<file path="config.mk">
export PLATFORM = sky130hd
export DESIGN_NAME = smsc_control
export DESIGN_NICKNAME = d
export VERILOG_FILES = /design/src/rtl/smsc_fifo.v /design/src/rtl/smsc_control.v
export VERILOG_INCLUDE_DIRS = /design/src /design/src/rtl
export SDC_FILE = /design/constraint.sdc
export NUM_CORES = 1
export LEC_CHECK = 0
export BUFFER_PORTS_ARGS = -buffer_cell sky130_fd_sc_hd__buf_2
export CORE_MARGIN = 3
export CORE_UTILIZATION = 55
export CTS_CLUSTER_SIZE = 10
export DETAILED_ROUTE_END_ITERATION = 12
export MAX_ROUTING_LAYER = met4
export PLACE_DENSITY = 0.77
export SLEW_MARGIN = 20
export SYNTH_ARGS = -nofsm -noshare
export SYNTH_HDL_FRONTEND = slang
export SYNTH_HIERARCHICAL = 1
export SYNTH_SLANG_ARGS = --single-unit
</file>
<file path="constraint.sdc">
create_clock -name core_clk -period 3.5 [get_ports core_clk]
set_input_delay 0.35 -clock core_clk [delete_from_list [all_inputs] [get_ports core_clk]]
set_output_delay 0.35 -clock core_clk [all_outputs]
set_load 0.05 [all_outputs]
</file>
<file path="src/rtl/smsc_defines.vh">
// How it works
// - Five address bits arrive MSB first.
// - Address 24 or more enters test mode.
// - Test mode drives channels zero to four.
// - Full address received switches ladder to channel.
// - Sampling continues 1 us after eighth fall.
// - Hold starts with the conversion.
// - Acquisition spans three and a half shift periods plus 1 us.
// - Input outside acquisition window is ignored.
// - Conversion ends within 32 conversion clocks, except with a full FIFO outside test mode.
// - Finished result waits indefinitely for reading, except in test mode.
// - Reading discards result, next conversion follows.
// - Address maps channels, test input, none, test.
// - Capture on rise, drive on fall, eight cycles.
// - Conversion starts 1 us after eighth fall, 26 to 32 clocks.
`ifndef SMSC_DEFINES_VH
`define SMSC_DEFINES_VH
`define SMSC_CLK_PERIOD_NS 10
`define SMSC_SAMPLE_EXT_NS 1000
`define SMSC_SAMPLE_EXT_CYC ((`SMSC_SAMPLE_EXT_NS + `SMSC_CLK_PERIOD_NS - 1) / `SMSC_CLK_PERIOD_NS)
`define SMSC_ADDR_BITS 5
`define SMSC_XFER_BITS 8
`define SMSC_CONV_MIN 26
`define SMSC_CONV_MAX 32
`define SMSC_CONV_DEF 30
`define SMSC_SETTLE_PHI 4
`define SMSC_LAST_CHAN 5'h12
`define SMSC_TEST_INPUT 5'h13
`define SMSC_TEST_MODE_MIN 5'h18
`define SMSC_FIFO_DEPTH 32
`define SMSC_FIFO_AW 5
`endif

</file>
<file path="src/rtl/smsc_fifo.v">
`timescale 1ns/10ps
module smsc_fifo #(
  parameter WIDTH = 8,
  parameter DEPTH = 32,
  parameter AW = 5
) (
  input wire core_clk,
  input wire rst_n,
  input wire in_valid,
  output wire in_ready,
  input wire [WIDTH-1:0] in_data,
  output wire out_valid,
  input wire out_ready,
  output wire [WIDTH-1:0] out_data
);
  reg [WIDTH-1:0] mem [0:DEPTH-1];
  reg [AW-1:0] wr_ptr;
  reg [AW-1:0] rd_ptr;
  reg [AW:0] count;
  wire do_push;
  wire do_pop;

  assign in_ready = (count != DEPTH[AW:0]);
  assign out_valid = (count != {(AW+1){1'b0}});
  assign out_data = mem[rd_ptr];
  assign do_push = in_valid && in_ready;
  assign do_pop = out_valid && out_ready;

  always @(posedge core_clk)
  begin
    if (!rst_n)
    begin
      wr_ptr <= {AW{1'b0}};
      rd_ptr <= {AW{1'b0}};
      count <= {(AW+1){1'b0}};
    end
    else
    begin
      if (do_push)
      begin
        wr_ptr <= (wr_ptr == DEPTH[AW-1:0] - 1'b1) ? {AW{1'b0}} : wr_ptr + 1'b1;
      end
      if (do_pop)
      begin
        rd_ptr <= (rd_ptr == DEPTH[AW-1:0] - 1'b1) ? {AW{1'b0}} : rd_ptr + 1'b1;
      end
      if (do_push && !do_pop)
      begin
        count <= count + 1'b1;
      end
      else if (do_pop && !do_push)
      begin
        count <= count - 1'b1;
      end
    end
  end

  always @(posedge core_clk)
  begin
    if (do_push)
    begin
      mem[wr_ptr] <= in_data;
    end
  end
endmodule

</file>
<file path="src/rtl/smsc_control.v">
`timescale 1ns/10ps
`include "smsc_defines.vh"
module smsc_control #(
  parameter CONV_PHI = `SMSC_CONV_DEF,
  parameter FIFO_DEPTH = `SMSC_FIFO_DEPTH,
  parameter FIFO_AW = `SMSC_FIFO_AW
) (
  input wire core_clk,
  input wire rst_n,
  input wire shift_clk,
  input wire chip_sel_n,
  input wire serial_address_in,
  input wire conv_clk,
  input wire comparator_high,
  output reg serial_data_out,
  output reg serial_data_oe_n,
  output reg [4:0] mux_select,
  output reg mux_enable,
  output reg ladder_sample,
  output reg ladder_hold,
  output reg [7:0] dac_code,
  output reg test_mode,
  output reg [4:0] test_drive,
  output reg [4:0] test_drive_oe_n,
  output reg conv_busy
);
  localparam ST_IDLE = 2'b00;
  localparam ST_XFER = 2'b01;
  localparam ST_ACQ = 2'b10;
  localparam ST_CONV = 2'b11;

  // Two-stage synchronisers plus one delay stage for edge detection
  reg [1:0] sclk_sync;
  reg [1:0] cs_sync;
  reg [1:0] din_sync;
  reg [1:0] phi_sync;
  reg [1:0] cmp_sync;
  reg sclk_d;
  reg phi_d;

  reg [1:0] state;
  reg [3:0] rise_cnt;
  reg [3:0] fall_cnt;
  reg [4:0] addr_shift;
  reg [7:0] out_shift;
  reg [7:0] ext_cnt;
  reg [5:0] phi_cnt;
  reg [7:0] sar;

  wire sclk_rise = sclk_sync[1] && !sclk_d;
  wire sclk_fall = !sclk_sync[1] && sclk_d;
  wire phi_rise = phi_sync[1] && !phi_d;
  wire cs_low = !cs_sync[1];
  wire [4:0] next_addr = {addr_shift[3:0], din_sync[1]};
  wire [7:0] head_data;
  wire head_valid;
  wire fifo_ready;
  wire fifo_pop = (state == ST_IDLE) && cs_low;
  localparam integer XFER_I = `SMSC_XFER_BITS;
  localparam integer ADDR_I = `SMSC_ADDR_BITS;
  localparam integer EXT_I = `SMSC_SAMPLE_EXT_CYC;
  localparam integer SETTLE_I = `SMSC_SETTLE_PHI;
  wire [3:0] xfer_bits = XFER_I[3:0];
  wire [3:0] addr_bits = ADDR_I[3:0];
  wire [7:0] ext_limit = EXT_I[7:0];
  wire [5:0] conv_limit = CONV_PHI[5:0];
  wire [5:0] sar_start = SETTLE_I[5:0];

  // Channel decode shared by the mux enable and ladder sample outputs
  function chan_valid;
    input [4:0] a;
    begin
      chan_valid = (a <= `SMSC_TEST_INPUT);
    end
  endfunction

  smsc_fifo #(
    .WIDTH(8),
    .DEPTH(FIFO_DEPTH),
    .AW(FIFO_AW)
  ) u_fifo (
    .core_clk(core_clk),
    .rst_n(rst_n),
    .in_valid(state == ST_CONV && phi_cnt >= conv_limit && !test_mode),
    .in_ready(fifo_ready),
    .in_data(sar),
    .out_valid(head_valid),
    .out_ready(fifo_pop),
    .out_data(head_data)
  );

  always @(posedge core_clk)
  begin
    if (!rst_n)
    begin
      sclk_sync <= 2'b00;
      cs_sync <= 2'b11;
      din_sync <= 2'b00;
      phi_sync <= 2'b00;
      cmp_sync <= 2'b00;
      sclk_d <= 1'b0;
      phi_d <= 1'b0;
    end
    else
    begin
      sclk_sync <= {sclk_sync[0], shift_clk};
      cs_sync <= {cs_sync[0], chip_sel_n};
      din_sync <= {din_sync[0], serial_address_in};
      phi_sync <= {phi_sync[0], conv_clk};
      cmp_sync <= {cmp_sync[0], comparator_high};
      sclk_d <= sclk_sync[1];
      phi_d <= phi_sync[1];
    end
  end

  always @(posedge core_clk)
  begin
    if (!rst_n)
    begin
      state <= ST_IDLE;
      rise_cnt <= 4'h0;
      fall_cnt <= 4'h0;
      addr_shift <= 5'h00;
      out_shift <= 8'h00;
      ext_cnt <= 8'h00;
      phi_cnt <= 6'h00;
      sar <= 8'h00;
      serial_data_out <= 1'b0;
      serial_data_oe_n <= 1'b1;
      mux_select <= 5'h00;
      mux_enable <= 1'b0;
      ladder_sample <= 1'b0;
      ladder_hold <= 1'b0;
      dac_code <= 8'h00;
      test_mode <= 1'b0;
      test_drive <= 5'h00;
      test_drive_oe_n <= 5'h1f;
      conv_busy <= 1'b0;
    end
    else
    begin
      serial_data_oe_n <= !(cs_low && state == ST_XFER);
      test_drive_oe_n <= test_mode ? 5'h00 : 5'h1f;
      test_drive <= sar[4:0];
      case (state)
        ST_IDLE:
        begin
          ladder_sample <= 1'b0;
          if (cs_low)
          begin
            // Head result is consumed on the exchange start
            out_shift <= head_valid ? head_data : 8'h00;
            serial_data_out <= head_valid ? head_data[7] : 1'b0;
            rise_cnt <= 4'h0;
            fall_cnt <= 4'h0;
            state <= ST_XFER;
          end
        end
        ST_XFER:
        begin
          if (!cs_low)
          begin
            state <= ST_IDLE;
            ladder_sample <= 1'b0;
          end
          else
          begin
            if (sclk_rise && rise_cnt < xfer_bits)
            begin
              rise_cnt <= rise_cnt + 4'h1;
              if (rise_cnt < addr_bits)
              begin
                addr_shift <= next_addr;
              end
              if (rise_cnt == addr_bits - 4'h1)
              begin
                test_mode <= (next_addr >= `SMSC_TEST_MODE_MIN);
                mux_select <= next_addr;
                mux_enable <= chan_valid(next_addr);
                ladder_sample <= chan_valid(next_addr);
              end
            end
            if (sclk_fall && fall_cnt < xfer_bits)
            begin
              fall_cnt <= fall_cnt + 4'h1;
              out_shift <= {out_shift[6:0], 1'b0};
              serial_data_out <= out_shift[6];
              if (fall_cnt == xfer_bits - 4'h1)
              begin
                ext_cnt <= 8'h00;
                state <= ST_ACQ;
              end
            end
          end
        end
        ST_ACQ:
        begin
          // Sampling extends a fixed time past the last falling edge
          if (ext_cnt >= ext_limit - 8'h01)
          begin
            ladder_sample <= 1'b0;
            ladder_hold <= 1'b1;
            conv_busy <= 1'b1;
            phi_cnt <= 6'h00;
            sar <= 8'h00;
            dac_code <= 8'h80;
            state <= ST_CONV;
          end
          else
          begin
            ext_cnt <= ext_cnt + 8'h01;
          end
        end
        default:
        begin
          if (phi_cnt < conv_limit)
          begin
            if (phi_rise)
            begin
              phi_cnt <= phi_cnt + 6'h01;
              if (phi_cnt >= sar_start && phi_cnt < sar_start + 6'h08)
              begin
                // One successive-approximation bit per conversion clock
                sar <= cmp_sync[1] ? dac_code : (dac_code & ~(8'h80 >> (phi_cnt - sar_start)));
                dac_code <= (cmp_sync[1] ? dac_code : (dac_code & ~(8'h80 >> (phi_cnt - sar_start))))
                  | (8'h40 >> (phi_cnt - sar_start));
              end
            end
          end
          else if (fifo_ready || test_mode)
          begin
            ladder_hold <= 1'b0;
            conv_busy <= 1'b0;
            state <= ST_IDLE;
          end
        end
      endcase
    end
  end
endmodule

</file>
Word-level counts from Yosys, hierarchy flattened
Memory sizes are Yosys's and may differ from the RTL's. A register that Yosys moved wholly into a read port is not among the register bits.
Index checks and enable logic that the tools add are counted.
Widths: inputs -> output; s select.
Cells by class
  add/subtract/negate cells: 9
  magnitude comparators: 10
  eq/ne operators: 21
  shift-type cells: 2
  multiplexer cells: 63
  bitwise gates (word level): 5
  reductions and logical operators: 45
Operators by type and width (count)
  $mux 8: 13
  $pmux 8 s2: 3
  $mux 6: 5
  $mux 7: 4
  $reduce_and 4->1: 7
  $mux 5: 5
  $mux 4: 5
  $pmux 4 s2: 2
  $logic_and 1x1->1: 14
  $mux 2: 7
  $pmux 7 s2: 1
  $reduce_bool 2->1: 7
  $mux 1: 13
  $add 6x1->6 const B: 2
  $ne 3x2->1 const B: 4
  $pmux 6 s2: 1
  $add 5x1->5 const B: 2
  $eq 5x5->1 const B: 2
  $reduce_and 5->1: 2
  $add 4x1->4 const B: 2
  $add 8x1->8 const B: 1
  $and 8x8->8: 1
  $eq 4x3->1 const B: 2
  $ge 8x7->1 const B: 1
  other kinds (32): 49
Word-level totals
  bits in registers: 100
  bits in writable memories: 256
  output and inout port bits: 30
  logic and storage cells: 184
  memories: 1
Memories
  u_fifo.mem: words 32, bits a word 8, rd ports 1, clocked after memory_dff 1, write ports 1, RTL line smsc_fifo.v:16  | reg [WIDTH-1:0] mem [0:DEPTH-1];

Longest topological paths before layout
Gate-level depths: netlist (run 1).
  word-level depth: 10
  gate-level depth with buffers: 13
  gate-level depth less buffers: 13

Hierarchy
Netlist (run 1), hierarchy kept.
By module, submodules not included
  smsc_fifo: instances 1, cells each 621, area each 11197.0 sq um
  smsc_control: instances 1, cells each 383, area each 3590.9 sq um

Worst setup path before layout (run 1)
No wires, ideal clock.
  kind: reg-to-reg
  start point: reg state[1]
  end point: reg u_fifo.count[4]
  arrival time: 2867 ps
  slack: 517 ps
  cell stages (with the launch flop): 13
  path buffers: 1
  period minus slack after synthesis: 2983 ps
  cell sequence: dfxtp_1 > clkbuf_1 > nand2_1 > a211oi_1 > o31ai_4 > inv_2 > ha_1 > inv_1 > fa_1 > a21o_1 > a21oi_1 > xnor2_1 > a31o_2
On the way
  cells in the longest elaborated chain, start to end: 7
  elaborated cells between the ends (all ways): 13
  those cells by class: 1 x eq/ne; 1 x mux; 11 x reduce/logical
Ends and longest elaborated chain
  start, declared: RTL line smsc_control.v:41  | reg [1:0] state;
  start signal, assigned: RTL line smsc_control.v:120  | state <= ST_IDLE;
  start signal, assigned: RTL line smsc_control.v:156  | state <= ST_XFER;
  start signal, assigned: RTL line smsc_control.v:163  | state <= ST_IDLE;
  $eq 2x2->1 *: RTL line smsc_control.v:84  | .in_valid(state == ST_CONV && phi_cnt >= conv_limit && !test_mode),
  $logic_and 1x1->1 * (2 in series): RTL line smsc_control.v:84
  $logic_and 1x1->1 *: RTL line smsc_fifo.v:26  | assign do_push = in_valid && in_ready;
  named net u_fifo.do_push: RTL line smsc_fifo.v:20  | wire do_push;
  $logic_not 1->1: RTL line smsc_fifo.v:51  | else if (do_pop && !do_push)
  $logic_and 1x1->1: RTL line smsc_fifo.v:51
  $reduce_bool 2->1 (no source line)
  end signal, assigned: RTL line smsc_fifo.v:35  | count <= {(AW+1){1'b0}};
  end signal, assigned: RTL line smsc_fifo.v:49  | count <= count + 1'b1;
  end signal, assigned: RTL line smsc_fifo.v:53  | count <= count - 1'b1;
  end, declared: RTL line smsc_fifo.v:19  | reg [AW:0] count;
The timed path passes the listed nets; every way through them passes the cells marked *.
A chain may end at the register's enable or synchronous reset.

Worst setup path after layout (run 1)
  start point: reg phi_cnt[2]
  end point: reg u_fifo.count[5]
On the way
  cells in the longest elaborated chain, start to end: 7
  elaborated cells between the ends (all ways): 9
  those cells by class: 1 x order compare; 1 x mux; 7 x reduce/logical
Ends and longest elaborated chain
  start, declared: RTL line smsc_control.v:47  | reg [5:0] phi_cnt;
  start signal, assigned: RTL line smsc_control.v:220  | phi_cnt <= phi_cnt + 6'h01;
  $ge 6x5->1 *: RTL line smsc_control.v:84
  $logic_and 1x1->1 * (2 in series): RTL line smsc_control.v:84
  $logic_and 1x1->1 *: RTL line smsc_fifo.v:26
  named net u_fifo.do_push: RTL line smsc_fifo.v:20
  $logic_not 1->1: RTL line smsc_fifo.v:51
  $logic_and 1x1->1: RTL line smsc_fifo.v:51
  $reduce_bool 2->1 (no source line)
Marks and branches as above.

==> results of run 1 <==
==> state kept, by name, summed over array words and instances, names as in the netlist, 4 cells and up, named ones only <==
name and count:
u_fifo/count 6, ext_cnt 8, out_shift 7, test_drive 5, u_fifo/mem 256, phi_cnt 6, mux_select 5, rise_cnt 4
addr_shift 4, dac_code 8, u_fifo/wr_ptr 5, fall_cnt 4, sar 8, u_fifo/rd_ptr 5
==> worst max-delay path, delay by kind of cell (launching register included) <==
kind	cells	cell delay, ns
simple gates	2	0.52
mux	1	0.20
buf+inv	2	0.31
compound gates	4	0.77
flops	1	0.40
fa+ha+maj	3	0.92
==> where the power goes <==
part	total (W)	switching [W]	leakage, nW	internal [W]
Clock	0.00385	0.00151	0.588	0.00233
Sequential	0.00450	0.0000104	2.58	0.00449
Combinational	0.000101	0.0000621	1.84	0.0000393
Total	0.00845	0.00158	5.01	0.00686
==> path summary, 6_finish.rpt <==
kind	slack [ns]	endpoint	start	cells past startpoint
hold / removal	0.03	cmp_sync[0]	comparator_high	2
setup reg to reg	0.29	u_fifo/count[5]	phi_cnt[2]	12
setup / recovery	0.29	u_fifo/count[5]	phi_cnt[2]	12
hold reg to reg	0.41	cs_sync[1]	cs_sync[0]	1
==> final cells by class <==
type / count / area, sq um
Tap cell: 335 / 419.2
Clock buffer: 57 / 1191
Inverter: 22 / 82.58
Multi-Input combinational cell: 576 / 4735
Clock inverter: 3 / 12.51
Timing Repair Buffer: 84 / 568.0
Fill cell: 1795 / 9480
Sequential cell: 357 / 9718
==> timing repair <==
action | 4_1_cts | 5_1_grt
hold endpoints to repair | 1 | 0
endpoints found under the setup margin | 0 | 3
hold buffers | 1 | 0
resized for setup | 0 | 1
==> layer usage <==
metal	wire length [microns]	part of all wire, %	track usage [%]
met3	2134	6.9	4.553
met2	14650	48	34.45
met1	13050	42	29.52
met4	894	2.9	8.183
met5	0	0	-
==> logic make-up (layout without fill, tap and decap cells) <==
| group | Yosys count | in the layout | share of synthesized area [%] |
|---|---|---|---|
| AND/OR/NAND/NOR | 284 | 284 | 10.32 |
| multiplexers | 113 | 113 | 10.99 |
| AO/OA/AOI/OAI | 141 | 141 | 7.784 |
| adder cells (fa/ha/maj) | 23 | 23 | 1.997 |
| flip-flops | 357 | 357 | 65.66 |
| XOR/XNOR | 15 | 15 | 0.8884 |
| buffers and inverters | 71 | 166 | 2.361 |
==> cell usage in the layout (no fill, tap or decap), types with 20 or more instances in the layout <==
cell type,synthesis,final
edfxtp_1,256,256
dfxtp_1,101,96
mux2i_1,81,81
nor2_1,64,64
nand2_1,54,54
nand3_1,52,52
clkbuf_16,0,45
buf_4,5,45
buf_2,14,36
a22oi_1,34,34
mux4_1,25,25
ha_1,22,22
inv_1,21,21
nor2b_1,20,20
o21ai_0,20,20
and2_1,20,20
==> per-stage QoR <==
stage	util (%)	instances	worst slack, ns	hold slack (ns)	total power, W
2_1_floorplan	-	1004	0.5171	0.3863	0.004655
3_3_place_gp	59.16	1373	0.3332	0.3956	0.004680
3_5_place_dp	59.16	1373	0.2439	0.3998	0.004682
4_1_cts	63.79	1434	0.1987	0.01161	0.008528
5_1_grt	63.82	1434	0.05750	0.03431	0.008709
6_report	63.82	1434	0.2945	0.03266	0.008445
==> reports/metrics.yaml, run 1 <==
outcome:
  status: "finished, final reports clean"
synthesis:
  yosysMostFrequentCell: "edfxtp_1"
  synth_top_area_cell: "edfxtp_1"
  synthCells: 1004
  synth_edf_count: 256
  netlist_top_cells_area: "edfxtp_1, dfxtp_1, mux2i_1, mux4_1, ha_1"
  synthFlopType: "edfxtp_1"
  synth_area_sq_um: 14790
  ys_types: 85
  synth_top_area_share_pct: 51.98
  synth_seq_area_share_pct: 65.66
  syn-num-nets: 1034
  synth_common_cells: "edfxtp_1, dfxtp_1, mux2i_1, nor2_1, nand2_1"
  ys_seq_elements: 357
  synth-async-reset-ratio_pct: 0
  syn_avg_cell_area_sq_um: 14.73
  yosysWarnings: 6
setup_path:
  worstPathMaxFanout: 9
  path_common_cell: "ha_1"
  worst_setup_path_end_kind: "flip-flop"
  crit_path_start_kind: "flip-flop"
  cp_slowest_cell: "dfxtp_1"
  path_class: "flip-flop to flip-flop"
  crit_required_ns: 3.95
  path_cells: "ha_1, nand3_1, a211oi_2, o31ai_4, inv_2, ha_1, inv_1, ha_1, o21ai_0, or3_1, o211ai_1, mux2i_1"
  critPathMaxStageDelay_ns: 0.40
  crit_arrival_ns: 3.66
placed_design:
  hpwlAfterDp_microns: 19660
  placed_cell_area_sq_um: 15500
  gp_congestion: 0.8655
  io_buffers: 36
sta:
  worst_slew_pin_slew_ns: 0.7724
  fin_setup_tns_ns: 0
  fin_skew_ns: 0.01191
  relSlewSlack_pct: 48.32
  fmax_mhz: 312.0
  min_period_ns: 3.205
  drv_slew: 0
  fin_crit_sh_pct: 91.58
  hold_violations: 0
  setup_viol: 0
  rsz0062_at_grt: "no"
routing:
  vias_per_cell: 6.104
  drc: 0
  first_pass_iters: 5
  finalWirelength_microns: 30730
  drtIter0Drc: 787
  vias: 8753
  antenna_left: 0
  avgRoutedWirePerCell_microns: 21.43
clock_tree:
  clk_path_buf_depth: 3
  path_clk_slew_ns: 0.06
  cts_sinks: 357
  cts_tree: "yes"
  root_buffer: "clkbuf_16"
  cts_inserted_buffers: 42
  clock_latency_ns: 0.52
  htree_levels: 2
  cts_setup_buffers: 0
global_route:
  grt_max_degree: 65
  antenna_found_initial: 0
  grtUsageTotal_pct: 22.25
  gr-total-overflow: 0
  grt_pass1_vias: 8713
  grt_pass1_wl_microns: 48580
floorplan:
  die_h_microns: 170.0
  die_w_microns: 170.0
  die-area_sq_um: 28890
  core_sq_um: 26210
  num_io_pins: 37
  start_util_pct: 56.43
  rows: 59
pwr:
  leakagePower_nw: 5.008
  irDropWorstVdd_v: 0.0003237
  power_density_nw_per_um2: 504.9
job:
  cap_violations: 0
finish:
  final_area_sq_um: 16730
  nNetsFinal: 1113
  drive_gt1_share_pct: 16.38
  area_growth_pct: 13.11
  diodes: 0
worst_hold_path:
  hold_class: "input pin to flip-flop"
Power figures use the tool's default switching activity.
==> inputs of run 2 (changes only) <==
--- a/config.mk
+++ b/config.mk
@@ -6,13 +6,14 @@
 export SDC_FILE = /design/constraint.sdc
 export NUM_CORES = 1
 export LEC_CHECK = 0
+export ABC_AREA = 1
 export BUFFER_PORTS_ARGS = -buffer_cell sky130_fd_sc_hd__buf_2
 export CORE_MARGIN = 3
 export CORE_UTILIZATION = 55
 export CTS_CLUSTER_SIZE = 10
 export DETAILED_ROUTE_END_ITERATION = 12
 export MAX_ROUTING_LAYER = met4
-export PLACE_DENSITY = 0.77
+export PLACE_DENSITY = 0.76
 export SLEW_MARGIN = 20
 export SYNTH_ARGS = -nofsm -noshare
 export SYNTH_HDL_FRONTEND = slang
==> run 2 against run 1 <==
Effect of this change:
- synthesized area increased by 3.0%
- sequential cell count unchanged
- worst setup slack improved by 0.46 ns
- final cell count increased by 38%
==> reports/metrics.yaml, run 2 <==
floorplan:
  num_io_pins: 37  # unchanged
  start_util_pct: 56.19  # was 56.43%
  die-area_sq_um: 29720  # was 28,890 sq um
  rows: 60  # was 59
  die_h_microns: 172.4  # was 170.0 microns
  die_w_microns: 172.4  # was 170.0 microns
  core_sq_um: 27100  # was 26,210 sq um
clock_tree:
  path_clk_slew_ns: 0.06  # about the same
  cts_sinks: 357  # unchanged
  cts_setup_buffers: 0  # unchanged
  clock_latency_ns: 0.52  # about the same
  hold_buffers: 1  # unchanged
  root_buffer: "clkbuf_16"  # unchanged
  htree_levels: 2  # unchanged
  cts.repair.resized: 0  # unchanged
  clk_path_buf_depth: 3  # unchanged
  cts_inserted_buffers: 41  # was 42
  cts_tree: "yes"  # unchanged
setup_path:
  crit_path_start_kind: "flip-flop"  # unchanged
  worstPathMaxFanout: 6  # was 9
  startpoint: "phi_cnt[2]"  # unchanged
  path_class: "flip-flop to flip-flop"  # unchanged
  crit_required_ns: 3.91  # was 3.95 ns
  worst_setup_path_end_kind: "flip-flop"  # unchanged
  r2r-start: "phi_cnt[2]"  # unchanged
  crit_arrival_ns: 3.15  # was 3.66 ns
synthesis:
  yosysMostFrequentCell: "nand2_1"  # was edfxtp_1
  ys_seq_elements: 357  # unchanged
  synth_seq_area_share_pct: 63.76  # was 65.66%
  synth_edf_count: 256  # unchanged
  synthCells: 1527  # was 1,004
  syn-num-nets: 1557  # was 1,034
  synth_area_sq_um: 15230  # was 14,790 sq um
  ys_types: 43  # was 85
  synth_common_cells: "nand2_1, edfxtp_1, nand3_1, dfxtp_1, nor2_1"  # was edfxtp_1, dfxtp_1, mux2i_1, nor2_1, nand2_1
  synthFlopType: "edfxtp_1"  # unchanged
  synth_top_area_share_pct: 50.48  # was 51.98%
  netlist_top_cells_area: "edfxtp_1, dfxtp_1, nand2_1, nand3_1, nor2_1"  # was edfxtp_1, dfxtp_1, mux2i_1, mux4_1, ha_1
  yosysWarnings: 6  # unchanged
  synth-async-reset-ratio_pct: 0  # unchanged
  synth_top_area_cell: "edfxtp_1"  # unchanged
  syn_avg_cell_area_sq_um: 9.973  # was 14.73 sq um
finish:
  diodes: 0  # unchanged
  final_cell_mix: "nand2_1, edfxtp_1, nand3_1"  # was edfxtp_1, dfxtp_1, mux2i_1
  register_area_sq_um: 9716  # was 9718 sq um
  nNetsFinal: 1612  # was 1,113
  fillers: 2110  # was 1,795
  mostFrequentLayoutCell: "nand2_1"  # was edfxtp_1
  area_growth_pct: 11.90  # was 13.11%
  multi_input_area_sq_um: 4733  # was 4735 sq um
  utilization_pct: 62.88  # was 63.82%
  largest_reg_flops: 256  # unchanged
  drive_gt1_share_pct: 10.54  # was 16.38%
  top_register: "u_fifo/mem"  # unchanged
  final_area_sq_um: 17040  # was 16,730 sq um
job:
  cap_violations: 0  # unchanged
sta:
  drv_slew: 0  # unchanged
  min_period_ns: 2.742  # was 3.205 ns
  hold_violations: 0  # unchanged
  rsz0062_at_grt: "no"  # unchanged
  fmax_mhz: 364.8  # was 312.0 MHz
  fin_setup_tns_ns: 0  # unchanged
  worst_slew_pin_slew_ns: 1.036  # was 0.7724 ns
  fin_crit_sh_pct: 78.33  # was 91.58%
  relSlewSlack_pct: 30.48  # was 48.32%
  whs_ns: 0.01622  # was 0.03266 ns
  fin_skew_ns: 0.01493  # was 0.01191 ns
  setup_viol: 0  # unchanged
pwr:
  power_density_nw_per_um2: 489.6  # was 504.9 nW/um^2
  irDropWorstVdd_v: 0.0003860  # was 0.0003237 V
  fin_total_pwr_w: 0.008343  # was 0.008445 W
  leakagePower_nw: 6.487  # was 5.008 nW
routing:
  drtIter0Drc: 981  # was 787
  vias: 10800  # was 8,753
  finalWirelength_microns: 33450  # was 30,730 microns
  first_pass_iters: 5  # unchanged
  vias_per_cell: 5.468  # was 6.104
  drc: 0  # unchanged
  avgRoutedWirePerCell_microns: 16.93  # was 21.43 microns
  antenna_left: 0  # unchanged
global_route:
  antenna_found_initial: 0  # unchanged
  gr-total-overflow: 0  # unchanged
  grt_pass1_vias: 10380  # was 8,713
  grt_max_degree: 65  # unchanged
  grt_pass1_wl_microns: 53830  # was 48,580 microns
  grtUsageTotal_pct: 23.55  # was 22.25%
worst_hold_path:
  hold_class: "input pin to flip-flop"  # unchanged
  min_from: "comparator_high"  # unchanged
placed_design:
  io_buffers: 36  # unchanged
  placed_cell_area_sq_um: 15860  # was 15,500 sq um
  gp_congestion: 0.8689  # was 0.8655
  hpwlAfterDp_microns: 20720  # was 19,660 microns
outcome:
  status: "finished, final reports clean"  # unchanged
[run 2: cells by family (layout without fill, tap and decap cells)]
logic type	Yosys count	count (layout)	synth area share, %
AO/OA/AOI/OAI	91	91	3.525
XOR/XNOR	12	12	0.6902
adder cells (fa/ha/maj)	23	23	1.939
buffers and inverters	168	245	5.160
flip-flops	357	357	63.76
AND/OR/NAND/NOR	876	876	24.93
[run 2: per-stage QoR]
stage / instances / setup WS (ns)
CTS: 1976 / 0.7620
global route: 1976 / 0.4844
global placement: 1910 / 0.8860
floorplan: 1527 / 1.081
detailed placement: 1910 / 0.8112
finish: 1976 / 0.7585
[run 2: cell type report]
type / count / share of cell area [%]
inverters: 92 / 2.056
clock buffers: 63 / 6.755
multi-input cells: 1002 / 27.78
clock inverters: 2 / 0.08077
well taps: 372 / 2.731
flip-flops and latches: 357 / 57.02
repair buffers: 88 / 3.583
[run 2: report_power, final]
group           total, W  switching [W]  internal (W)
combinational  0.0000767      0.0000547     0.0000220
sequential       0.00449     0.00000876       0.00449
clock            0.00377        0.00153       0.00224
[run 2: routing by layer]
layer  track usage [%]  vias to the layer above  part of all wire, %
li1                  -                     5279                    -
met1             32.43                     5100                   44
met2             36.04                      356                   47
met3             4.321                       69                  7.3
met4             7.254                        0                  2.4
met5                 -                        -                    0
[run 2: worst paths after layout]
check	cells after the start	to	slack (ns)
hold / removal	3	cmp_sync[0]	0.02
setup / recovery	18	u_fifo/count[5]	0.76
setup reg to reg	18	u_fifo/count[5]	0.76
hold reg to reg	2	cmp_sync[1]	0.41
[run 2: worst max-delay path, stage by stage (launching register included)]
cell     delay (ns)
dfxtp_1        0.43
ha_1           0.26
nand3_1        0.11
nand2_1        0.10
a31o_2         0.10
nand3_1        0.05
inv_1          0.06
nand2_1        0.06
inv_1          0.15
ha_1           0.20
inv_1          0.12
ha_1           0.37
nand3_1        0.10
nand3_1        0.11
nand3_1        0.11
nand3_1        0.09
nand2_1        0.05
nor2_1         0.10
nor2_1         0.05
==> inputs of run 3 (changes only) <==
==> constraint.sdc (replaced) <==
create_clock -name core_clk -period 2.8 [get_ports core_clk]
set_input_delay 0.28 -clock core_clk [delete_from_list [all_inputs] [get_ports core_clk]]
set_output_delay 0.28 -clock core_clk [all_outputs]
set_load 0.05 [all_outputs]
==> run 3 against run 2 <==
Effect of this change:
- global-route usage hardly changed
- critical endpoint is now u_fifo/count[4]
- largest power group unchanged
- critical path type unchanged
- sequential power is 25% higher
- clock power is 29% higher
- worst setup slack worse by 0.48 ns
- clock skew is 0.0066 ns higher
- core utilization is 0.37 points higher
- wire length is 0.24% higher
- count of clock-buffer cells in the layout is 9 higher
- total power is 27% higher
- die area stayed put
==> reports/metrics.yaml, run 3 (same netlist as run 2, synthesis figures left out) <==
pwr:
  leakagePower_nw: 6.453  # was 6.487 nW
  switching_share_pct: 19.60  # was 19.13%
  pwr-share-comb_pct: 0.9  # about the same
  power_density_nw_per_um2: 617.8  # was 489.6 nW/um^2
  clock_power_share_pct: 46.0  # was 45.2%
  power_frac_seq_pct: 53.1  # was 53.9%
  netSwitchingPower_w: 0.002076  # was 0.001596 W
  irDropWorstVdd_v: 0.0004953  # was 0.0003860 V
  fin_total_pwr_w: 0.01059  # was 0.008343 W
  p_int_w: 0.008515  # was 0.006748 W
clock_tree:
  cts_inserted_buffers: 42  # was 41
  cts_setup_buffers: 0  # unchanged
  cts_sinks: 357  # unchanged
  path_clk_slew_ns: 0.05  # was 0.06 ns
  clk_path_buf_depth: 3  # unchanged
  clock_latency_ns: 0.54  # was 0.52 ns
  cts_tree: "yes"  # unchanged
  root_buffer: "clkbuf_16"  # unchanged
  htree_levels: 2  # unchanged
sta:
  rsz0062_at_grt: "no"  # unchanged
  relSlewSlack_pct: 28.85  # was 30.48%
  fmax_mhz: 396.4  # was 364.8 MHz
  fin_setup_tns_ns: 0  # unchanged
  drv_slew: 0  # unchanged
  setup_viol: 0  # unchanged
  fin_skew_ns: 0.02151  # was 0.01493 ns
  worst_slack_ns: 0.2775  # was 0.7585 ns
  min_period_ns: 2.522  # was 2.742 ns
  fin_crit_sh_pct: 90.09  # was 78.33%
  worst_slew_pin_slew_ns: 1.059  # was 1.036 ns
  hold_violations: 0  # unchanged
setup_path:
  startpoint: "phi_cnt[3]"  # was phi_cnt[2]
  path_class: "flip-flop to flip-flop"  # unchanged
  worstPathMaxFanout: 5  # was 6
  worst_setup_path_end_kind: "flip-flop"  # unchanged
  reg2reg_to: "u_fifo/count[4]"  # was u_fifo/count[5]
  crit_path_start_kind: "flip-flop"  # unchanged
  crit_end: "u_fifo/count[4]"  # was u_fifo/count[5]
  crit_arrival_ns: 2.94  # was 3.15 ns
  r2r_slack_ns: 0.28  # was 0.76 ns
  crit_required_ns: 3.22  # was 3.91 ns
  r2r-start: "phi_cnt[3]"  # was phi_cnt[2]
  r2r_cells: 17  # was 18
global_route:
  grt_pass1_wl_microns: 53730  # was 53,830 microns
  grt_pass1_vias: 10340  # was 10,380
  grt_max_degree: 129  # was 65
  gr-total-overflow: 0  # unchanged
  antenna_found_initial: 0  # unchanged
  grtUsageTotal_pct: 23.52  # was 23.55%
floorplan:
  rows: 60  # unchanged
  die_h_microns: 172.4  # unchanged
  start_util_pct: 56.19  # unchanged
  num_io_pins: 37  # unchanged
  die_w_microns: 172.4  # unchanged
  core_sq_um: 27100  # unchanged
  die-area_sq_um: 29720  # unchanged
placed_design:
  io_buffers: 36  # unchanged
  hpwlAfterDp_microns: 20400  # was 20,720 microns
  place_ws_ns: 0.08298  # was 0.8112 ns
  gp_congestion: 0.8916  # was 0.8689
  placed_cell_area_sq_um: 15790  # was 15,860 sq um
routing:
  antenna_left: 0  # unchanged
  drtIter0Drc: 1065  # was 981
  vias_per_cell: 5.515  # was 5.468
  finalWirelength_microns: 33530  # was 33,450 microns
  avgRoutedWirePerCell_microns: 16.96  # was 16.93 microns
  first_pass_iters: 6  # was 5
  drc: 0  # unchanged
  vias: 10900  # was 10,800
finish:
  area_growth_pct: 12.56  # was 11.90%
  top_register: "u_fifo/mem"  # unchanged
  fillers: 2147  # was 2,110
  nNetsFinal: 1603  # was 1,612
  final_cell_mix: "nand2_1, edfxtp_1, nand3_1"  # unchanged
  largest_reg_flops: 256  # unchanged
  final_area_sq_um: 17140  # was 17,040 sq um
  mostFrequentLayoutCell: "nand2_1"  # unchanged
  diodes: 0  # unchanged
  drive_gt1_share_pct: 10.59  # was 10.54%
job:
  cap_violations: 0  # unchanged
outcome:
  status: "finished, final reports clean"  # unchanged
worst_hold_path:
  hold_class: "input pin to flip-flop"  # unchanged
-- run 3: cell count changes in the layout (fill, tap and decap cells not counted), sizes merged --
cell | previous run | this run
buf | 87 | 73
clkinv | 9 | 8
dlygate4sd3 | 1 | 5
clkbuf | 63 | 72
inv | 85 | 88
-- run 3: power by group through the flow --
stage | Combinational (W) | Sequential (W) | Clock [W]
2_1_floorplan | 0.0000661 | 0.00573 | 0
3_3_place_gp | 0.0000928 | 0.00573 | 0
3_5_place_dp | 0.0000942 | 0.00573 | 0
4_1_cts | 0.000100 | 0.00562 | 0.00496
5_1_grt | 0.000114 | 0.00562 | 0.00516
6_report | 0.000100 | 0.00562 | 0.00487
-- run 3: worst max-delay path: stages, from the launching register on --
cell	delay (ns)
dfxtp_2	0.34
ha_4	0.17
nand3_1	0.09
nand2_1	0.08
a31o_2	0.22
nand3_1	0.06
inv_1	0.04
nand2_1	0.15
inv_2	0.09
ha_1	0.24
inv_2	0.13
ha_1	0.29
a21oi_1	0.14
nand2_1	0.08
nand2_1	0.06
nand2_1	0.04
o21ai_0	0.14
inv_1	0.05
-- run 3: worst min-delay path by stage --
stage / from / slack (ns) / cells past startpoint / endpoint
4_1_cts: rst_n / 0.31 / 3 / serial_data_oe_n
3_5_place_dp: din_sync[0] / 0.40 / 2 / din_sync[1]
6_report: rst_n / 0.31 / 3 / serial_data_oe_n
5_1_grt: rst_n / 0.33 / 3 / serial_data_oe_n
2_1_floorplan: comparator_high / 0.38 / 2 / cmp_sync[0]
3_3_place_gp: cmp_sync[0] / 0.40 / 2 / cmp_sync[1]
-- run 3: per-layer routing --
metal / wire length (microns) / up-vias / share of wire (%) / track usage (%)
li1: - / 5266 / - / -
met1: 14410 / 5126 / 43 / 32.44
met2: 15620 / 439 / 47 / 36.38
met3: 2504 / 73 / 7.5 / 3.635
met4: 996 / 0 / 3.0 / 7.359
met5: 0 / - / 0 / -
-- run 3: area by class of cell --
class | count | area [sq um] | share of cell area [%]
timing repair buffer | 78 | 570.5 | 3.328
clock buffer | 72 | 1185 | 6.912
multi-input combinational | 1002 | 4813 | 28.08
inverter | 92 | 350.3 | 2.044
tap | 372 | 465.4 | 2.715
clock inverter | 4 | 41.29 | 0.2409
sequential | 357 | 9716 | 56.68
-- run 3: repair_timing --
item | in CTS | in global routing
gates resized for setup | 0 | 6
endpoints found under the hold margin | 5 | 0
setup endpoints to repair | 0 | 3
hold buffers | 5 | 0
-- run 3: metrics by stage --
stage	util (%)	hold slack, ns	std cells
floorplan	-	0.3776	1527
global placement	58.24	0.3986	1896
detailed placement	58.26	0.3991	1896
CTS	62.97	0.3065	1977
global route	63.25	0.3337	1977
finish	63.25	0.3052	1977
